==> config.mk <==
export PLATFORM = sky130hd
export DESIGN_NAME = tbpm_timer_b
export DESIGN_NICKNAME = d
export VERILOG_FILES = /design/src/rtl/tbpm_pkg.sv /design/src/rtl/tbpm_timer_b.sv /design/src/rtl/tbpm_count_src.sv
export SDC_FILE = /design/constraint.sdc
export NUM_CORES = 1
export LEC_CHECK = 0
export ABC_AREA = 1
export BUFFER_PORTS_ARGS = -buffer_cell sky130_fd_sc_hd__buf_2
export CORE_MARGIN = 2
export CORE_UTILIZATION = 45
export CTS_CLUSTER_SIZE = 25
export DETAILED_ROUTE_END_ITERATION = 8
export GPL_ROUTABILITY_DRIVEN = 0
export PLACE_DENSITY_LB_ADDON = 0.2
export SYNTH_ARGS = -nofsm -noshare
export SYNTH_HDL_FRONTEND = slang
export SYNTH_SLANG_ARGS = --single-unit
==> constraint.sdc <==
create_clock -name pclk -period 2.3 [get_ports pclk]
set_input_delay 0.46 -clock pclk [delete_from_list [all_inputs] [get_ports pclk]]
set_output_delay 0.46 -clock pclk [all_outputs]
set_load 0.005 [all_outputs]
==> src/rtl/tbpm_pkg.sv <==
// Shared constants and types for the timer B pulse measurement channel.
package tbpm_pkg;

  // ---------------------------------------------------------------
  // Register offsets (byte addresses on the APB bus)
  // ---------------------------------------------------------------
  localparam logic [7:0] OFF_CTRL     = 8'h00;
  localparam logic [7:0] OFF_MODE     = 8'h04;
  localparam logic [7:0] OFF_MAIN     = 8'h08;
  localparam logic [7:0] OFF_RESULT   = 8'h0c;
  localparam logic [7:0] OFF_MFS      = 8'h10;
  localparam logic [7:0] OFF_IRQ_STAT = 8'h14;
  localparam logic [7:0] OFF_IRQ_MASK = 8'h18;

  // ---------------------------------------------------------------
  // Field positions
  // ---------------------------------------------------------------
  localparam int CTRL_START_BIT  = 0;
  localparam int CTRL_PRESEL_BIT = 1;
  localparam int IRQ_MEAS_BIT    = 0;
  localparam int IRQ_OVF_BIT     = 1;

  // ---------------------------------------------------------------
  // Widths and encodings
  // ---------------------------------------------------------------
  localparam int CNT_W = 16;
  localparam logic [2:0]       MFS_ALL0 = 3'h0;
  localparam logic [2:0]       MFS_ALL1 = 3'h7;
  localparam logic [CNT_W-1:0] CNT_MAX  = 16'hffff;

  // Prescaler tap masks: a tap fires when the masked bits are all ones.
  localparam logic [5:0] PRE_MASK_DIV2  = 6'h01;
  localparam logic [5:0] PRE_MASK_DIV8  = 6'h07;
  localparam logic [5:0] PRE_MASK_DIV32 = 6'h1f;
  localparam logic [5:0] PRE_MASK_DIV64 = 6'h3f;
  localparam logic [4:0] SUB_DIV32_LAST = 5'h1f;

  typedef enum logic [2:0] {
    SRC_DIV1, SRC_DIV2, SRC_DIV8, SRC_DIV32,
    SRC_DIV64, SRC_OSC_SLOW, SRC_OSC_FAST, SRC_SUB32
  } tbpm_src_e;

  typedef enum logic [1:0] {
    OPM_TIMER, OPM_PERIOD, OPM_WIDTH, OPM_RSVD
  } tbpm_opm_e;

  typedef struct packed {
    tbpm_opm_e opm;
    tbpm_src_e src;
  } tbpm_mode_s;

  // ---------------------------------------------------------------
  // Reset values
  // ---------------------------------------------------------------
  localparam logic [4:0]       MODE_RST = 5'h00;
  localparam logic [CNT_W-1:0] CNT_RST  = 16'h0000;
  localparam logic [2:0]       MFS_RST  = 3'h0;
  localparam logic [1:0]       IRQ_RST  = 2'h0;

endpackage

==> src/rtl/tbpm_timer_b.sv <==
// Timer B channel with pulse period and pulse width measurement on APB.
//
// How it works
// - The count source is one of divide-by-1, 2, 8, 32, 64, slow osc, fast osc or sub/32.
// - A select ahead of the prescaler feeds it from the main clock or the fast osc clock.
// - In a measurement mode with select bits all zero, the main register reads the result.
// - With select bits all one, the main register reads the counter, the result elsewhere.
// - A write to the main register while stopped loads both the reload and the counter.
// - A measurement edge clears the counter, so each following measurement starts from zero.
// - A write to the mode register clears the overflow flag, unless an overflow sets it in the same cycle.
`timescale 1ns/1ps
module tbpm_timer_b
  import tbpm_pkg::*;
(
  input  wire logic        pclk,
  input  wire logic        presetn,
  input  wire logic        psel,
  input  wire logic        penable,
  input  wire logic        pwrite,
  input  wire logic [7:0]  paddr,
  input  wire logic [31:0] pwdata,
  output logic      [31:0] prdata,
  output logic             pready,
  output logic             pslverr,
  input  wire logic        pulse_in,
  input  wire logic        fast_osc_clk,
  input  wire logic        slow_osc_clk,
  input  wire logic        subclock_32k,
  output logic             irq
);

  // ---------------------------------------------------------------
  // Declarations
  // ---------------------------------------------------------------
  logic             start_q;
  logic             presel_q;
  tbpm_mode_s       mode_q;
  logic             ovf_q;
  logic [CNT_W-1:0] cnt_q;
  logic [CNT_W-1:0] cnt_d;
  logic [CNT_W-1:0] reload_q;
  logic [CNT_W-1:0] reload_d;
  logic [2:0]       mfs_q;
  logic [1:0]       stat_q;
  logic [1:0]       stat_d;
  logic [1:0]       mask_q;
  logic             pready_q;
  logic [31:0]      prdata_q;
  logic             pslverr_q;
  logic             irq_q;
  logic             pin_meta_q;
  logic             pin_sync_q;
  logic             pin_prev_q;

  logic             acc;
  logic             take;
  logic             wr;
  logic             hit_ctrl;
  logic             hit_mode;
  logic             hit_main;
  logic             hit_result;
  logic             hit_mfs;
  logic             hit_stat;
  logic             hit_mask;
  logic             mapped;
  logic [31:0]      rd_word;
  logic [CNT_W-1:0] main_view;
  logic             tick;
  logic             meas;
  logic             rise;
  logic             fall;
  logic             meas_edge;
  logic             count_en;
  logic             load_main;
  logic             ovf_set;
  logic [1:0]       events;
  logic [1:0]       stat_clr;

  // ---------------------------------------------------------------
  // Count source
  // ---------------------------------------------------------------
  tbpm_count_src u_src (
    .pclk         (pclk),
    .presetn      (presetn),
    .presel       (presel_q),
    .src          (mode_q.src),
    .fast_osc_clk (fast_osc_clk),
    .slow_osc_clk (slow_osc_clk),
    .subclock_32k (subclock_32k),
    .tick         (tick)
  );

  // ---------------------------------------------------------------
  // APB decode
  // ---------------------------------------------------------------
  assign acc        = psel & penable;
  assign take       = acc & ~pready_q;
  assign wr         = acc & pready_q & pwrite;
  assign hit_ctrl   = (paddr == OFF_CTRL);
  assign hit_mode   = (paddr == OFF_MODE);
  assign hit_main   = (paddr == OFF_MAIN);
  assign hit_result = (paddr == OFF_RESULT);
  assign hit_mfs    = (paddr == OFF_MFS);
  assign hit_stat   = (paddr == OFF_IRQ_STAT);
  assign hit_mask   = (paddr == OFF_IRQ_MASK);
  assign mapped     = hit_ctrl | hit_mode | hit_main | hit_result
                    | hit_mfs | hit_stat | hit_mask;

  assign main_view = (meas && mfs_q == MFS_ALL1) ? cnt_q
                   : meas ? reload_q : cnt_q;

  assign rd_word = hit_ctrl   ? {30'h0, presel_q, start_q}
                 : hit_mode   ? {26'h0, ovf_q, mode_q}
                 : hit_main   ? {16'h0, main_view}
                 : hit_result ? {16'h0, reload_q}
                 : hit_mfs    ? {29'h0, mfs_q}
                 : hit_stat   ? {30'h0, stat_q}
                 : hit_mask   ? {30'h0, mask_q}
                 : 32'h0;

  // The slave inserts one wait state so that read data come from a flop.
  always_ff @(posedge pclk or negedge presetn)
  begin
    if (!presetn)
    begin
      pready_q  <= 1'b0;
      prdata_q  <= 32'h0;
      pslverr_q <= 1'b0;
    end
    else
    begin
      pready_q  <= take;
      pslverr_q <= take & ~mapped;
      if (take & ~pwrite)
        prdata_q <= rd_word;
    end
  end

  // ---------------------------------------------------------------
  // Control registers
  // ---------------------------------------------------------------
  always_ff @(posedge pclk or negedge presetn)
  begin
    if (!presetn)
    begin
      start_q  <= 1'b0;
      presel_q <= 1'b0;
      mode_q   <= tbpm_mode_s'(MODE_RST);
      mfs_q    <= MFS_RST;
      mask_q   <= IRQ_RST;
    end
    else
    begin
      if (wr & hit_ctrl)
      begin
        start_q  <= pwdata[CTRL_START_BIT];
        presel_q <= pwdata[CTRL_PRESEL_BIT];
      end
      if (wr & hit_mode)
        mode_q <= tbpm_mode_s'(pwdata[4:0]);
      if (wr & hit_mfs)
        mfs_q <= pwdata[2:0];
      if (wr & hit_mask)
        mask_q <= pwdata[1:0];
    end
  end

  // ---------------------------------------------------------------
  // Measured pulse input
  // ---------------------------------------------------------------
  always_ff @(posedge pclk or negedge presetn)
  begin
    if (!presetn)
    begin
      pin_meta_q <= 1'b0;
      pin_sync_q <= 1'b0;
      pin_prev_q <= 1'b0;
    end
    else
    begin
      pin_meta_q <= pulse_in;
      pin_sync_q <= pin_meta_q;
      pin_prev_q <= pin_sync_q;
    end
  end

  assign rise = pin_sync_q & ~pin_prev_q;
  assign fall = ~pin_sync_q & pin_prev_q;
  assign meas = (mode_q.opm == OPM_PERIOD) | (mode_q.opm == OPM_WIDTH);

  // Period mode closes a measurement on each rising edge, width mode on either edge.
  assign meas_edge = start_q & ((mode_q.opm == OPM_PERIOD) ? rise
                   : (mode_q.opm == OPM_WIDTH) & (rise | fall));

  // ---------------------------------------------------------------
  // Counter and reload
  // ---------------------------------------------------------------
  // gated counting
  assign count_en  = start_q & tick;
  assign load_main = wr & hit_main & ~start_q;
  assign ovf_set   = count_en & ~meas_edge & ~load_main & (cnt_q == CNT_MAX);

  always_comb
  begin
    cnt_d    = cnt_q;
    reload_d = reload_q;
    if (load_main)
    begin
      cnt_d    = pwdata[CNT_W-1:0];
      reload_d = pwdata[CNT_W-1:0];
    end
    else if (meas_edge)
    begin
      cnt_d    = CNT_RST;
      reload_d = cnt_q;
    end
    else if (count_en)
      cnt_d = cnt_q + 16'h0001;
  end

  always_ff @(posedge pclk or negedge presetn)
  begin
    if (!presetn)
    begin
      cnt_q    <= CNT_RST;
      reload_q <= CNT_RST;
    end
    else
    begin
      cnt_q    <= cnt_d;
      reload_q <= reload_d;
    end
  end

  always_ff @(posedge pclk or negedge presetn)
  begin
    if (!presetn)
      ovf_q <= 1'b0;
    else
      ovf_q <= ovf_set | (ovf_q & ~(wr & hit_mode));
  end

  // ---------------------------------------------------------------
  // Interrupts
  // ---------------------------------------------------------------
  assign events   = {ovf_set, meas_edge};
  assign stat_clr = (wr & hit_stat) ? pwdata[1:0] : 2'h0;
  assign stat_d   = events | (stat_q & ~stat_clr);

  always_ff @(posedge pclk or negedge presetn)
  begin
    if (!presetn)
    begin
      stat_q <= IRQ_RST;
      irq_q  <= 1'b0;
    end
    else
    begin
      stat_q <= stat_d;
      irq_q  <= |(stat_q & mask_q);
    end
  end

  assign prdata  = prdata_q;
  assign pready  = pready_q;
  assign pslverr = pslverr_q;
  assign irq     = irq_q;
endmodule // tbpm_timer_b

==> src/rtl/tbpm_count_src.sv <==
// Count source selection: clock select, prescaler and subclock divider.
`timescale 1ns/1ps
module tbpm_count_src
  import tbpm_pkg::*;
(
  input  wire logic      pclk,
  input  wire logic      presetn,
  input  wire logic      presel,
  input  wire tbpm_src_e src,
  input  wire logic      fast_osc_clk,
  input  wire logic      slow_osc_clk,
  input  wire logic      subclock_32k,
  output logic           tick
);

  // ---------------------------------------------------------------
  // Synchronisers and edge detection
  // ---------------------------------------------------------------
  logic [2:0] meta_q;
  logic [2:0] sync_q;
  logic [2:0] prev_q;
  logic [5:0] pre_q;
  logic [4:0] sub_q;
  logic       fast_rise;
  logic       slow_rise;
  logic       sub_rise;
  logic       base_tick;
  logic       sub_tick;

  function automatic logic tap(input logic [5:0] v, input logic [5:0] m);
    return (v & m) == m;
  endfunction

  always_ff @(posedge pclk or negedge presetn)
  begin
    if (!presetn)
    begin
      meta_q <= 3'h0;
      sync_q <= 3'h0;
      prev_q <= 3'h0;
    end
    else
    begin
      meta_q <= {subclock_32k, slow_osc_clk, fast_osc_clk};
      sync_q <= meta_q;
      prev_q <= sync_q;
    end
  end

  assign fast_rise = sync_q[0] & ~prev_q[0];
  assign slow_rise = sync_q[1] & ~prev_q[1];
  assign sub_rise  = sync_q[2] & ~prev_q[2];

  // ---------------------------------------------------------------
  // Prescaler
  // ---------------------------------------------------------------
  // prescaler input select
  assign base_tick = presel ? fast_rise : 1'b1;
  assign sub_tick  = sub_rise & (sub_q == SUB_DIV32_LAST);

  always_ff @(posedge pclk or negedge presetn)
  begin
    if (!presetn)
    begin
      pre_q <= 6'h00;
      sub_q <= 5'h00;
    end
    else
    begin
      if (base_tick)
        pre_q <= pre_q + 6'h01;
      if (sub_rise)
        sub_q <= sub_q + 5'h01;
    end
  end

  always_comb
  begin
    case (src)
      SRC_DIV1:     tick = base_tick;
      SRC_DIV2:     tick = base_tick & tap(pre_q, PRE_MASK_DIV2);
      SRC_DIV8:     tick = base_tick & tap(pre_q, PRE_MASK_DIV8);
      SRC_DIV32:    tick = base_tick & tap(pre_q, PRE_MASK_DIV32);
      SRC_DIV64:    tick = base_tick & tap(pre_q, PRE_MASK_DIV64);
      SRC_OSC_SLOW: tick = slow_rise;
      SRC_OSC_FAST: tick = fast_rise;
      default:      tick = sub_tick;
    endcase
  end
endmodule // tbpm_count_src

# After elaboration in Yosys (flattened, before gate mapping)
# Cells that the tools add are included.
[word_totals] reg_bits=105 output_inout_bits=35
[op_classes] n_addsub=3 eq_ne=20 mux=18 bitwise=55 n_reduce_logical=6
[op_table] op="$mux W16" count=11
[op_table] op="$and A1 B1 Y1" count=30
[op_table] op="$eq A8 B5 Y1 const B" count=3
[op_table] op="$add A16 B1 Y16 const B" count=1
[op_table] op="$eq A16 B16 Y1 const B" count=1
[op_table] op="$eq A8 B4 Y1 const B" count=2
[op_table] op="$eq A3 B3 Y1 const B" count=5
[op_table] op="$not A1 Y1" count=12
[op_table] op="$eq A5 B5 Y1 const B" count=2
[op_table] op="$or A1 B1 Y1" count=9
[op_table] op="$eq A8 B3 Y1 const B" count=1
[op_table] op="$logic_not A8 Y1" count=1
[op_table] op="$pmux W1 S7" count=1
[op_table] op="$add A6 B1 Y6 const B" count=1
[op_table] op="$eq A3 B2 Y1 const B" count=2
[op_table] op="$eq A6 B6 Y1 const B" count=1
[op_table] op="$mux W2" count=3
[op_table] op="$add A5 B1 Y5 const B" count=1
[op_table] op="$and A2 B2 Y2" count=2
[op_table] op="$eq A3 B1 Y1 const B" count=1
[op_table] op="$logic_not A3 Y1" count=1
[op_table] op="$mux W3" count=1
[op_table] op="$reduce_bool A3 Y1" count=1
[op_table] op="$eq A2 B1 Y1 const B" count=1
[op_table] op="7 further kinds" count=8

# Depth between registers and ports, before layout
[depth] word_depth=11 mapped_depth=13 mapped_depth_nobuf=12

# By module
# A second synthesis with hierarchy kept.
[hier_totals] cells_unflattened=630 hier_area_um2=4902.2
[modules_own_cells] mod="tbpm_timer_b" instances=1 cells_per_inst=538 area_per_inst_um2=4002.6 seq_area_each_um2=1726.7
[modules_own_cells] mod="tbpm_count_src" instances=1 cells_per_inst=92 area_per_inst_um2=899.6 seq_area_each_um2=500.5

# Worst setup path after synthesis
# OpenSTA, ideal clock, no wires.
[synth_timing] path_kind="flip-flop to flip-flop" from="register u_src.pre_q[0]" to="register cnt_q[3]" setup_ns=0.117 arrival_ns=1.568 required_time_ns=2.183 path_slack_ns=0.615 stages_incl_launch_ff=14 path_buffers=1 path_cell_list="dfrtp_1 > ha_1 > nand2_1 > nor2_1 > ha_1 > nand3_1 > nand3_1 > nand3_1 > nand2_1 > nand2_4 > nand2_4 > buf_6 > nand2_1 > nand2_1"
[synth_between] elab_chain_cells=5 elab_cells_between_ends=10 classes_between="eq/ne: 3; mux: 1; bitwise: 5; reduce/logical: 1"
[synth_lines] element="from (decl)" line="tbpm_count_src.sv:22" source="logic [5:0] pre_q;"
[synth_lines] element="from (signal assigned)" line="tbpm_count_src.sv:71" source="pre_q <= pre_q + 6'h01;"
[synth_lines] element="$eq A6 B6 Y1 (tied with other cells)" line="tbpm_count_src.sv:31" source="return (v & m) == m;"
[synth_lines] element="$and A1 B1 Y1, on equally long branches" line="tbpm_count_src.sv:84, tbpm_count_src.sv:82, tbpm_count_src.sv:83"
[synth_lines] element="$pmux W1 S7 (*)" line="tbpm_count_src.sv:79" source="case (src)"
[synth_lines] element="$and A1 B1 Y1 (*)" line="tbpm_timer_b.sv:199" source="assign count_en = start_q & tick;"
[synth_lines] element="$reduce_bool A3 Y1 (no line) (*)"
[synth_lines] element="to (signal assigned)" line="tbpm_timer_b.sv:230" source="cnt_q <= cnt_d;"
[synth_lines] element="to (decl)" line="tbpm_timer_b.sv:39" source="logic [CNT_W-1:0] cnt_q;"
# Mark *: on every way between the ends. The rest lies on a longest branch, timed or not.
# A chain may end at the register's enable or synchronous reset.

# Worst setup path in the final report
[layout_timing] from="register u_src.pre_q[0]" to="register cnt_q[1]"
# Same word-level chain as after synthesis.

==> flow_metrics.tcl <==
set metrics [dict create \
    outcome "complete, no violations" \
    ys_ff_latch 89 \
    ios 84 \
    rsz0062_at_grt "false" \
    synth_area_leader_cell "dfrtp_1" \
    finalSetupViolations 0 \
    ir_worst_vdd_uv 476 \
    nNetsFinal 784 \
    grt_start_max_net_pins 48 \
    synth_top_cell_area_share_pct 43.4 \
    clock_path_buffers 2 \
    area_growth_pct 12.1 \
    slew_headroom_pct 59.3 \
    cts_resized 0 \
    antennaDiodeCount 0 \
    synthesis.area_per_instance_um2 7.61 \
    cp_max_fo 17 \
    port_buffers 51 \
    leakagePower_nw 2.96 \
    worstSetupPathType "flip-flop to flip-flop" \
    drive_above_1_share_pct 15.6 \
    place_ws_ns 0.355 \
    netlist_area_mm2 0.00513 \
    fin_crit_sh_pct 85.6 \
    clk_latency_ns 0.35 \
    fin_crit_ns 1.97 \
    initial_core_util_pct 46.7 \
    synthArstFlopShare_pct 100 \
    worstMarginPinSlew_ns 0.610 \
    cts_root_buf "clkbuf_16" \
    grt_util_all_layers_pct 20.7 \
    die_x_um 111 \
    crit_arrival_ns 2.20 \
    finalWorstSetupSlack_ns 0.330 \
    ys_types 47 \
    gr-total-overflow 0 \
    layout_common_cells "nand2_1, dfrtp_1, inv_1, nand3_1, buf_2" \
    route.detailed.drc 0 \
    holdBufCountCts 0 \
    synth_flop_cell "dfrtp_1" \
    wl_per_cell_um 13.7 \
    detail-route-antenna-nets 0 \
    dr.pass1.iters 5 \
    num_vias 4450 \
    seq_area_mm2 0.00223 \
    critPathRequiredTime_ns 2.53 \
    crit_path_end_kind "flip-flop" \
    hold_viol 0 \
    cts_sinks 89 \
    cts_max_level 3 \
    ys_seq_area_share_pct 43.4 \
    antenna_found_initial 0 \
    drv_slew 0 \
    dp_cells 855 \
    multi_input_area_mm2 0.00239 \
    via_per_inst 5.11 \
    dieArea_mm2 0.0123 \
    fin_skew_ns 0.00804 \
    post_cts.repair.setup_buffers 0 \
    fmax_mhz 508 \
    rows 38 \
    tns_ns 0 \
    core_mm2 0.0110 \
    grt_pass1_wl_um 20600 \
    syn_inst 674 \
    fill_cells 1073 \
    drv_cap 0 \
    power.density_mw_per_mm2 634 \
    cts_tree "done" \
    synth_area_leaders "dfrtp_1, nand2_1, nand3_1" \
    drt_iter0_markers 328 \
    fin_cells 871 \
    clk_pin_slew_ns 0.07 \
    ys_warn_count 0 \
    final_common_cell "nand2_1" \
    grt_pass1_vias 4271 \
    utilization_pct 52.3 \
    hold_class "primary input to asynchronous set/reset pin" \
    startpoint_type "flip-flop" \
    hpwl_um 8820 \
    die_y_um 111 \
    numCtsBuffers 9 \
    wirelength_um 11900 \
    synth-edff-count 0 \
]
-- worst max-delay path: stages (launching register included) --
cell and delay, ns:
dfrtp_1 0.42, ha_1 0.24, nand2_1 0.06, nor2_1 0.05, ha_1 0.17, nand3_1 0.07, nand3_1 0.07, nand3_1 0.09
nand2_1 0.11, nand2_4 0.21, nand2_4 0.18, nand2_1 0.10, nand2_1 0.06
-- cells by family (layout without fill, tap and decap cells) --
| family | Yosys count | after routing | synth area share [%] |
|---|---|---|---|
| fa+ha+maj | 9 | 9 | 2.20 |
| flops | 89 | 89 | 43.4 |
| other cells | 1 | 16 | 0.0731 |
| xor+xnor | 11 | 11 | 1.88 |
| compound gates | 92 | 92 | 10.1 |
| simple gates | 354 | 354 | 30.7 |
| buf+inv | 116 | 158 | 11.1 |
| mux | 2 | 2 | 0.439 |
-- path summary, 6_finish.rpt --
check / start / cells past startpoint / end / slack [ns]
worst max-delay path: u_src.pre_q[0]$_DFFE_PN0N_ / 12 / cnt_q[1]$_DFFE_PN0P_ / 0.33
worst min-delay path: presetn / 1 / u_src.pre_q[5]$_DFFE_PN0N_ / 0.13
worst max register to register: u_src.pre_q[0]$_DFFE_PN0N_ / 12 / cnt_q[1]$_DFFE_PN0P_ / 0.33
worst min register to register: u_src.meta_q[2]$_DFF_PN0_ / 0 / u_src.sync_q[2]$_DFF_PN0_ / 0.35
max in group asynchronous: presetn / 2 / prdata[10]$_DFFE_PN0P_ / 1.47
min in group pclk: fast_osc_clk / 1 / u_src.meta_q[0]$_DFF_PN0_ / 0.22
-- synthesized netlist by cell type, types with 5 or more instances --
| cell | number |
|---|---|
| nand2_1 | 201 |
| inv_1 | 72 |
| o21ai_1 | 12 |
| buf_4 | 18 |
| dfrtp_1 | 89 |
| o211ai_1 | 5 |
| nand2_2 | 12 |
| xor2_1 | 8 |
| nor2_1 | 41 |
| o21ai_0 | 45 |
| buf_2 | 10 |
| nand4_1 | 7 |
| nand3_1 | 72 |
| ha_1 | 9 |
| a21oi_1 | 18 |
-- sequential cells by signal (all words and copies together) (netlist names), 2 cells and up --
register / cells
mode_q: 5
mask_q: 2
stat_q: 2
reload_q: 16
u_src.sync_q: 3
prdata: 16
u_src.prev_q: 3
u_src.meta_q: 3
u_src.pre_q: 6
cnt_q: 16
mfs_q: 3
u_src.sub_q: 5
-- cell type report --
type                    count  area share, %
multi-input cells         484           41.5
flip-flops and latches     89           38.8
repair buffers             64           6.18
inverters                  78           5.25
clock buffers              13           4.88
well taps                 140           3.05
clock inverters             3          0.370
-- stage by stage --
step / area, um2 / total power, mW / hold slack (ns)
after floorplan: 5180 / 2.07 / 0.164
after global placement: 5450 / 2.18 / 0.332
after detailed placement: 5450 / 2.22 / 0.339
after CTS: 5750 / 3.70 / 0.147
after global routing: 5750 / 3.84 / 0.173
final: 5750 / 3.65 / 0.127
-- power by group --
group | internal [mW] | switching (mW) | total, mW
combinational | 0.169 | 0.224 | 0.393
clock | 0.853 | 0.612 | 1.46
sequential | 1.69 | 0.0951 | 1.79
-- layer usage --
layer	vias to the layer above	GRT usage, %	part of all wire (%)
met1	2075	29.3	49
met3	28	4.32	4.9
met5	-	0	0
met2	112	31.1	44
li1	2235	-	-
met4	0	8.50	2.4
(Power assumes the default switching activity.)
